==> src/logic/fmwg_defs.vh <==
// Constants for the flash mode write guard
//
// How it works
// Sequence starts only with unlock byte A5H
// Value and inverse writes are ignored
// Fourth write updates the mode bit
// Software unlocks again for every change
// Bad sequence sets protect error bit 0
// Writing 0 clears protect error flag
// Self-program error bits 1, 2 cleared by 0
// Reset clears status register to 00H
// Unlock command register needs no reset
// Unlock command register takes byte writes
// Status register takes bit or byte writes
// Software clears status flags before operations
// Software masks interrupts around self-programming
// Guard returns idle after success or error
`ifndef FMWG_DEFS_VH
`define FMWG_DEFS_VH
`define FMWG_ADDR_UNLOCK 16'hffa0
`define FMWG_ADDR_MODE 16'hffa2
`define FMWG_ADDR_STATUS 16'hffa3
`define FMWG_UNLOCK_CODE 8'ha5
`define FMWG_STATUS_RESET 8'h00
`define FMWG_MODE_RESET 1'b0
`define FMWG_BIT_PROTECT 0
`define FMWG_BIT_ERR_A 1
`define FMWG_BIT_ERR_B 2
`endif

==> src/logic/fmwg_byte_reg.v <==
// Byte register without reset, used for the unlock command register
`timescale 1ns/1ps
`default_nettype none
module fmwg_byte_reg #(
	parameter WIDTH = 8
) (
	input wire ref_clk_in,
	input wire ce_in,
	input wire wr_in,
	input wire [WIDTH-1:0] data_in,
	output reg [WIDTH-1:0] data_out
);
	// Contents undefined after reset
	always @(posedge ref_clk_in) begin
		if (ce_in && wr_in) begin
			data_out <= data_in;
		end
	end
endmodule // fmwg_byte_reg
`default_nettype wire

==> src/logic/fmwg_guard.v <==
// Flash mode write guard top level
`timescale 1ns/1ps
`default_nettype none
`include "fmwg_defs.vh"
module fmwg_guard (
	input wire ref_clk_in,
	input wire resetn_in,
	input wire ce_in,
	input wire [15:0] addr_in,
	input wire wr_in,
	input wire rd_in,
	input wire bit_wr_in,
	input wire [2:0] bit_sel_in,
	input wire [7:0] wdata_in,
	input wire self_program_error_a_in,
	input wire self_program_error_b_in,
	output reg [7:0] rdata_out,
	output reg self_program_select_out,
	output wire [1:0] seq_state_out
);
	localparam [3:0] ST_IDLE = 4'b0001;
	localparam [3:0] ST_VAL = 4'b0010;
	localparam [3:0] ST_INV = 4'b0100;
	localparam [3:0] ST_FIN = 4'b1000;

	////////////////////////////////////////////////////////////////
	// Effective byte for byte or single-bit writes
	function [7:0] merge_byte;
		input [7:0] old;
		input bit_mode;
		input [2:0] sel;
		input [7:0] wd;
		reg [7:0] r;
		begin
			r = old;
			if (bit_mode) begin
				r[sel] = wd[0];
			end else begin
				r = wd;
			end
			merge_byte = r;
		end
	endfunction

	reg [3:0] state;
	reg [3:0] next_state;
	reg [7:0] status;
	reg first_bit;
	wire [7:0] unlock_q;
	wire wr_unlock = wr_in && (addr_in == `FMWG_ADDR_UNLOCK);
	wire wr_mode = wr_in && (addr_in == `FMWG_ADDR_MODE);
	wire wr_status = wr_in && (addr_in == `FMWG_ADDR_STATUS);
	wire [7:0] mode_byte = merge_byte({7'h00, self_program_select_out}, bit_wr_in,
		bit_sel_in, wdata_in);
	wire [7:0] stat_byte = merge_byte(status, bit_wr_in, bit_sel_in, wdata_in);
	reg seq_err;
	reg mode_commit;

	fmwg_byte_reg #(.WIDTH(8)) u_unlock (
		.ref_clk_in(ref_clk_in),
		.ce_in(ce_in),
		.wr_in(wr_unlock && !bit_wr_in),
		.data_in(wdata_in),
		.data_out(unlock_q)
	);

	assign seq_state_out = {state[2] | state[3], state[1] | state[3]};

	////////////////////////////////////////////////////////////////
	// Sequence checker
	always @* begin
		next_state = state;
		seq_err = 1'b0;
		mode_commit = 1'b0;
		case (state)
			ST_IDLE: begin
				if (wr_unlock && !bit_wr_in && wdata_in == `FMWG_UNLOCK_CODE) begin
					next_state = ST_VAL;
				end else if (wr_mode) begin
					seq_err = 1'b1;
				end
			end
			ST_VAL: begin
				// Stored command byte must still hold the unlock code
				if (wr_mode && unlock_q == `FMWG_UNLOCK_CODE) begin
					next_state = ST_INV;
				end else if (wr_mode || wr_unlock) begin
					seq_err = 1'b1;
					next_state = ST_IDLE;
				end
			end
			ST_INV: begin
				if (wr_mode && mode_byte[0] == ~first_bit) begin
					next_state = ST_FIN;
				end else if (wr_mode || wr_unlock) begin
					seq_err = 1'b1;
					next_state = ST_IDLE;
				end
			end
			ST_FIN: begin
				if (wr_mode && mode_byte[0] == first_bit) begin
					mode_commit = 1'b1;
					next_state = ST_IDLE;
				end else if (wr_mode || wr_unlock) begin
					seq_err = 1'b1;
					next_state = ST_IDLE;
				end
			end
			default: begin
				next_state = ST_IDLE;
			end
		endcase
	end

	always @(posedge ref_clk_in) begin
		if (!resetn_in) begin
			state <= ST_IDLE;
			first_bit <= 1'b0;
			self_program_select_out <= `FMWG_MODE_RESET;
		end else if (ce_in) begin
			state <= next_state;
			if (state == ST_VAL && wr_mode) begin
				first_bit <= mode_byte[0];
			end
			if (mode_commit) begin
				// Software masks interrupts while this is set
				self_program_select_out <= mode_byte[0];
			end
		end
	end

	////////////////////////////////////////////////////////////////
	// Status flags: hardware set wins over software clear
	always @(posedge ref_clk_in) begin
		if (!resetn_in) begin
			status <= `FMWG_STATUS_RESET;
		end else if (ce_in) begin
			if (wr_status) begin
				// Writing 1 does not set a flag, only 0 clears
				status[`FMWG_BIT_PROTECT] <= status[`FMWG_BIT_PROTECT] &
					stat_byte[`FMWG_BIT_PROTECT] | seq_err;
				status[`FMWG_BIT_ERR_A] <= status[`FMWG_BIT_ERR_A] &
					stat_byte[`FMWG_BIT_ERR_A] | self_program_error_a_in;
				status[`FMWG_BIT_ERR_B] <= status[`FMWG_BIT_ERR_B] &
					stat_byte[`FMWG_BIT_ERR_B] | self_program_error_b_in;
			end else begin
				status[`FMWG_BIT_PROTECT] <= status[`FMWG_BIT_PROTECT] | seq_err;
				status[`FMWG_BIT_ERR_A] <= status[`FMWG_BIT_ERR_A] |
					self_program_error_a_in;
				status[`FMWG_BIT_ERR_B] <= status[`FMWG_BIT_ERR_B] |
					self_program_error_b_in;
			end
			status[7:3] <= 5'h00;
		end
	end

	////////////////////////////////////////////////////////////////
	// Read port; unlock register is write-only
	always @(posedge ref_clk_in) begin
		if (!resetn_in) begin
			rdata_out <= 8'h00;
		end else if (ce_in) begin
			if (rd_in && addr_in == `FMWG_ADDR_STATUS) begin
				rdata_out <= status;
			end else if (rd_in && addr_in == `FMWG_ADDR_MODE) begin
				rdata_out <= {7'h00, self_program_select_out};
			end else begin
				rdata_out <= 8'h00;
			end
		end
	end
endmodule // fmwg_guard
`default_nettype wire

==> config.mk <==
export PLATFORM = sky130hd
export DESIGN_NAME = fmwg_guard
export DESIGN_NICKNAME = d
export VERILOG_FILES = /design/src/logic/fmwg_byte_reg.v /design/src/logic/fmwg_guard.v
export VERILOG_INCLUDE_DIRS = /design/src /design/src/logic
export SDC_FILE = /design/constraint.sdc
export NUM_CORES = 1
export LEC_CHECK = 0
export BUFFER_PORTS_ARGS = -buffer_cell sky130_fd_sc_hd__buf_4
export CORE_MARGIN = 2
export CORE_UTILIZATION = 52
export DETAILED_ROUTE_END_ITERATION = 10
export HOLD_SLACK_MARGIN = 0.02
export PLACE_DENSITY_LB_ADDON = 0.15
export SETUP_SLACK_MARGIN = 0.15
export SYNTH_ARGS = -nofsm -noshare
export SYNTH_HDL_FRONTEND = slang
export SYNTH_SLANG_ARGS = --single-unit
==> constraint.sdc <==
create_clock -name ref_clk_in -period 6.05 [get_ports ref_clk_in]
set_clock_uncertainty 0.05 [all_clocks]
set_input_delay 0.9075 -clock ref_clk_in [delete_from_list [all_inputs] [get_ports ref_clk_in]]
set_output_delay 0.9075 -clock ref_clk_in [all_outputs]
set_load 0.05 [all_outputs]
==> flow_summary.json, run 1 <==
{
  "route.detailed.drc": 0,
  "synth_flop_cell": "dfxtp_1",
  "die_w_um": 53.1,
  "worstMarginPinSlew_ns": 0.578,
  "setup_violations": 0,
  "wl_per_cell_um": 14.5,
  "cts_max_path_buffers": 2,
  "fin_crit_ns": 2.71,
  "async_flop_share_pct": 0,
  "nets": 209,
  "ioPinCount": 46,
  "placed_cells": 197,
  "cts_hold_buf": 0,
  "leakagePower_nw": 0.619,
  "rsz0062_at_grt": "false",
  "synth_edf_count": 8,
  "vias_per_cell": 6.08,
  "ys_seq_area_share_pct": 38.4,
  "core.rowCount": 17,
  "cp_max_fo": 5,
  "n_fill_cell": 197,
  "tritoncts": "yes",
  "pwr_density_cell_mw_per_mm2": 185,
  "grt_pass1_vias": 1134,
  "required_ns": 6.21,
  "slew_headroom_pct": 61.1,
  "clkSinkCount": 20,
  "syn_to_final_growth_pct": 28.3,
  "yosysWarnings": 0,
  "dieArea_sq_mm": 0.00281,
  "core_sq_mm": 0.00223,
  "finalPower_w": 0.000297,
  "dp_hpwl_um": 2300,
  "critPathCaptureType": "flip-flop",
  "grt_max_degree": 13,
  "cts-resized-gates": 0,
  "num_vias": 1222,
  "crit_arrival_ns": 2.88,
  "drtAntennaViolNets": 0,
  "grtUsageTotal_pct": 23.3,
  "dr.pass1.iters": 4,
  "fin_tns_setup_ns": 0,
  "fmax_ghz": 0.369,
  "place_area_sq_mm": 0.00155,
  "gp_congestion": 0.870,
  "cts-root-buf": "clkbuf_4",
  "grt_pass1_wl_um": 4830,
  "drive_above_1_share_pct": 31.2,
  "port_buffers": 40,
  "drt-total-wl_um": 2910,
  "drt_iter0_drc": 30,
  "timing.hold.ws_ns": 0.449,
  "ctsHtreeMaxLevel": 1,
  "diodes": 0,
  "status": "complete, no violations",
  "criticalPathCategory": "input pin to flip-flop",
  "antenna_found_initial": 0,
  "clkTransAtPathRegs_ns": 0.12,
  "grt-ovfl-total": 0,
  "ir_drop_uv": 142,
  "cp-start-kind": "input pin",
  "ys_seq_elements": 20,
  "fin_cells": 201,
  "clk_latency_ns": 0.30,
  "final-hold-violation-count": 0,
  "cap_violations": 0,
  "die_h_um": 53.1,
  "synthDistinctLibCells": 47,
  "syn_avg_cell_area_sq_um": 9.34,
  "hold_class": "flip-flop to flip-flop",
  "stdcell_area_sq_mm": 0.00161,
  "numCtsBuffers": 3,
  "drv_slew": 0,
  "fin_crit_sh_pct": 44.8,
  "syn-cell-area_sq_mm": 0.00125,
  "post_cts_buffers": 0,
  "start_util_pct": 56.0,
  "synth_cells": 134
}
## critical path: stages
cell and delay, ns:
buf_4 0.11, or4b_4 0.56, or4_4 0.58, o311ai_0 0.37, o21ai_0 0.17, a21o_1 0.18
## metrics by stage
stage / util [%] / setup WS [ns]
final: 71.9 / 3.34
after CTS: 71.9 / 3.35
after global routing: 71.9 / 3.29
after global placement: 69.5 / 3.03
after detailed placement: 69.5 / 3.04
after floorplan: - / 2.64
## final timing paths
path | cells after the start | end | from | slack, ns
worst max-delay path | 6 | status[0] | addr_in[3] | 3.34
worst min-delay path | 2 | status[2] | status[2] | 0.45
worst max register to register | 5 | state[2] | state[2] | 4.05
worst min register to register | 2 | status[2] | status[2] | 0.45
## layout make-up
type | count | area, sq um | share of cell area (%)
Tap cell | 28 | 35.0 | 2.18
Timing Repair Buffer | 41 | 308 | 19.2
Inverter | 5 | 18.8 | 1.17
Multi-Input combinational cell | 103 | 711 | 44.3
Clock buffer | 3 | 22.5 | 1.40
Clock inverter | 1 | 30.0 | 1.87
Sequential cell | 20 | 480 | 29.9
## where the power goes
group | leakage [nW] | internal [W] | switching (W)
Sequential | 0.169 | 0.000141 | 0.000000919
Clock | 0.0279 | 0.0000669 | 0.0000420
Combinational | 0.422 | 0.0000208 | 0.0000253
## routing by layer
layer	global-route usage, %	part of all wire [%]	routed length [um]
met1	30.0	42	1230
met2	41.0	52	1520
met3	3.39	5.2	152
met4	5.13	0.34	10
met5	0	0	0
## layout by cell type (no fill, tap or decap), drive strengths merged, types with 2 or more instances in the layout
| cell type | synthesis | final |
|---|---|---|
| nand2b | 3 | 3 |
| mux2i | 3 | 3 |
| nor2 | 8 | 8 |
| clkbuf | 5 | 3 |
| o211ai | 3 | 3 |
| o21ai | 7 | 7 |
| nor4b | 6 | 6 |
| a211oi | 2 | 2 |
| nand2 | 5 | 5 |
| nor4 | 6 | 6 |
| edfxtp | 8 | 8 |
| or4b | 2 | 2 |
| inv | 3 | 3 |
| clkinv | 2 | 2 |
| nor3b | 2 | 2 |
| nand4bb | 2 | 2 |
| conb | 1 | 5 |
| a21oi | 8 | 8 |
| a22oi | 2 | 2 |
| nor3 | 2 | 2 |
| or4 | 5 | 5 |
| or2 | 3 | 3 |
| dfxtp | 12 | 12 |
| nand3 | 3 | 3 |
| buf | 5 | 41 |
| o31ai | 2 | 2 |
| o211a | 2 | 2 |
| nand4 | 7 | 7 |
## registers in the layout (all words and copies together) (netlist names)
name and count:
u_unlock.data_out 8, state 4, rdata_out 3, status 3
first_bit 1, self_program_select_out 1
## logic make-up (layout without fill, tap and decap cells)
family	count (synthesis)	in the layout	synth area share (%)
simple gates	60	60	33.5
mux	3	3	2.40
other cells	1	5	0.300
buf+inv	15	50	6.00
compound gates	34	34	18.7
xor+xnor	1	1	0.700
flops	20	20	38.4
## synth_stat cells (2+ instances only)
| cell type | instances | area [sq um] |
|---|---|---|
| a211oi_1 | 2 | 15.0 |
| a21oi_1 | 8 | 40.0 |
| a22oi_1 | 2 | 15.0 |
| buf_4 | 5 | 37.5 |
| clkbuf_1 | 5 | 18.8 |
| clkinv_1 | 2 | 7.51 |
| dfxtp_1 | 12 | 240 |
| edfxtp_1 | 8 | 240 |
| inv_1 | 3 | 11.3 |
| mux2i_1 | 3 | 30.0 |
| nand2_1 | 5 | 18.8 |
| nand2b_1 | 3 | 18.8 |
| nand3_1 | 3 | 15.0 |
| nand4_1 | 7 | 43.8 |
| nand4bb_1 | 2 | 22.5 |
| nor2_1 | 8 | 30.0 |
| nor3_1 | 2 | 10.0 |
| nor3b_1 | 2 | 15.0 |
| nor4_1 | 4 | 25.0 |
| nor4b_1 | 6 | 52.6 |
| o211a_1 | 2 | 20.0 |
| o211ai_1 | 3 | 22.5 |
| o21ai_0 | 7 | 35.0 |
| o31ai_1 | 2 | 15.0 |
| or2_2 | 3 | 18.8 |
| or4_1 | 4 | 30.0 |
No activity file was read; power rests on OpenSTA's default activity.
==> run 2, diff against run 1 <==
--- a/config.mk
+++ b/config.mk
@@ -8,7 +8,7 @@
 export LEC_CHECK = 0
 export BUFFER_PORTS_ARGS = -buffer_cell sky130_fd_sc_hd__buf_4
 export CORE_MARGIN = 2
-export CORE_UTILIZATION = 52
+export CORE_UTILIZATION = 49
 export DETAILED_ROUTE_END_ITERATION = 10
 export HOLD_SLACK_MARGIN = 0.02
 export PLACE_DENSITY_LB_ADDON = 0.15
==> constraint.sdc (replaced) <==
create_clock -name ref_clk_in -period 2.5 [get_ports ref_clk_in]
set_clock_uncertainty 0.05 [all_clocks]
set_input_delay 0.375 -clock ref_clk_in [delete_from_list [all_inputs] [get_ports ref_clk_in]]
set_output_delay 0.375 -clock ref_clk_in [all_outputs]
set_load 0.05 [all_outputs]
==> flow_summary.json, run 2 (synthesis gave the netlist of run 1 again) <==
{
  "final-hold-violation-count": 0,
  "criticalPathCategory": "input pin to flip-flop",
  "core.rowCount": 18,
  "hold_class": "input pin to flip-flop",
  "numCtsBuffers": 3,
  "fin_crit_sh_pct": 85.0,
  "cp-start-kind": "input pin",
  "fmax_ghz": 0.471,
  "drv_slew": 0,
  "dieArea_sq_mm": 0.00297,
  "drt_iter0_drc": 28,
  "vias_per_cell": 6.10,
  "critPathCaptureType": "flip-flop",
  "worstMarginPinSlew_ns": 0.659,
  "cts_max_path_buffers": 2,
  "tritoncts": "yes",
  "fin_util_pct": 66.7,
  "required_ns": 2.67,
  "clkSinkCount": 20,
  "port_buffers": 40,
  "r2r_start": "state[2]",
  "largest_reg_flops": 8,
  "cts-resized-gates": 0,
  "drtAntennaViolNets": 0,
  "status": "complete, no violations",
  "num_vias": 1251,
  "cp_max_fo": 5,
  "regArea_sq_um": 480,
  "fin_tns_setup_ns": 0,
  "rr_endpoint": "state[3]",
  "post_cts_buffers": 0,
  "route.detailed.drc": 0,
  "diodes": 0,
  "cts-root-buf": "clkbuf_4",
  "ioPinCount": 46,
  "ctsHtreeMaxLevel": 1,
  "clkTransAtPathRegs_ns": 0.12,
  "nets": 211,
  "syn_to_final_growth_pct": 30.9,
  "die_h_um": 54.5,
  "fin_crit_ns": 2.12,
  "stdcell_area_sq_mm": 0.00164,
  "dp_hpwl_um": 2390,
  "drive_above_1_share_pct": 32.6,
  "leakagePower_nw": 0.638,
  "grt_pass1_vias": 1129,
  "crit_end": "status[0]",
  "rsz0062_at_grt": "false",
  "setup_violations": 0,
  "gp_congestion": 0.860,
  "n_fill_cell": 201,
  "cts_hold_buf": 0,
  "cap_violations": 0,
  "top_register": "u_unlock.data_out",
  "wl_per_cell_um": 14.8,
  "r2r_slack_ns": 0.48,
  "clk_latency_ns": 0.31,
  "slew_headroom_pct": 55.7,
  "reg2reg_depth": 4,
  "crit_arrival_ns": 2.29,
  "core_sq_mm": 0.00245,
  "final_common_cell": "buf_4",
  "grt-ovfl-total": 0,
  "crit_start": "addr_in[3]",
  "start_util_pct": 51.0,
  "reg_top3": "u_unlock.data_out: 8 flops, state: 4 flops",
  "antenna_found_initial": 0,
  "final_cell_mix": "buf_4 (43), dfxtp_1 (12), nor2_1 (8), a21oi_1 (8), edfxtp_1 (8)",
  "die_w_um": 54.5,
  "place_ws_ns": 0.0832,
  "multi_input_area_sq_um": 726,
  "place_area_sq_mm": 0.00159,
  "ir_drop_uv": 354,
  "hold_start": "wdata_in[5]",
  "grtUsageTotal_pct": 23.5,
  "fin_ws_ns": 0.376,
  "grt_max_degree": 13,
  "dr.pass1.iters": 4,
  "pwr_density_cell_mw_per_mm2": 441,
  "drt-total-wl_um": 3030,
  "grt_pass1_wl_um": 4930
}
-- run 2: critical path, cell delays in order --
cell,delay [ns]
buf_4,0.11
or4b_4,0.57
or4_4,0.59
o311ai_0,0.33
o21ai_0,0.15
a21o_1,0.18
-- run 2: area by class of cell --
type / count / share of cell area, %
clock buffers: 3 / 1.38
multi-input cells: 103 / 44.3
clock inverters: 1 / 1.83
repair buffers: 43 / 19.7
inverters: 5 / 1.15
flip-flops and latches: 20 / 29.3
well taps: 30 / 2.29
-- run 2: power by group --
group | internal [W] | switching (W) | total [W] | leakage [nW]
Sequential | 0.000341 | 0.00000213 | 0.000343 | 0.169
Combinational | 0.0000507 | 0.0000623 | 0.000113 | 0.441
Clock | 0.000162 | 0.000104 | 0.000266 | 0.0279
Total | 0.000554 | 0.000168 | 0.000722 | 0.638
-- run 2: worst min-delay path by stage --
stage                                       to  slack, ns  cells after the start
after global routing      u_unlock.data_out[6]       0.17                      1
after floorplan                      status[1]       0.40                      2
after global placement               status[2]       0.42                      2
after detailed placement             status[1]       0.43                      2
after CTS                 u_unlock.data_out[6]       0.18                      1
final                     u_unlock.data_out[5]       0.19                      1
-- run 2: per-layer routing --
metal  vias to the layer above  track usage (%)  part of all wire (%)
met5                         -                0                     0
li1                        610                -                     -
met1                       610             28.5                    43
met4                         0             8.75                   1.4
met2                        26             41.4                    53
met3                         5             4.10                   3.3
-- run 2: stage by stage --
step | power, W | cells | hold slack, ns
5_1_grt | 0.000751 | 205 | 0.173
4_1_cts | 0.000730 | 205 | 0.184
3_3_place_gp | 0.000461 | 201 | 0.422
2_1_floorplan | 0.000410 | 138 | 0.400
6_report | 0.000722 | 205 | 0.195
3_5_place_dp | 0.000463 | 201 | 0.427
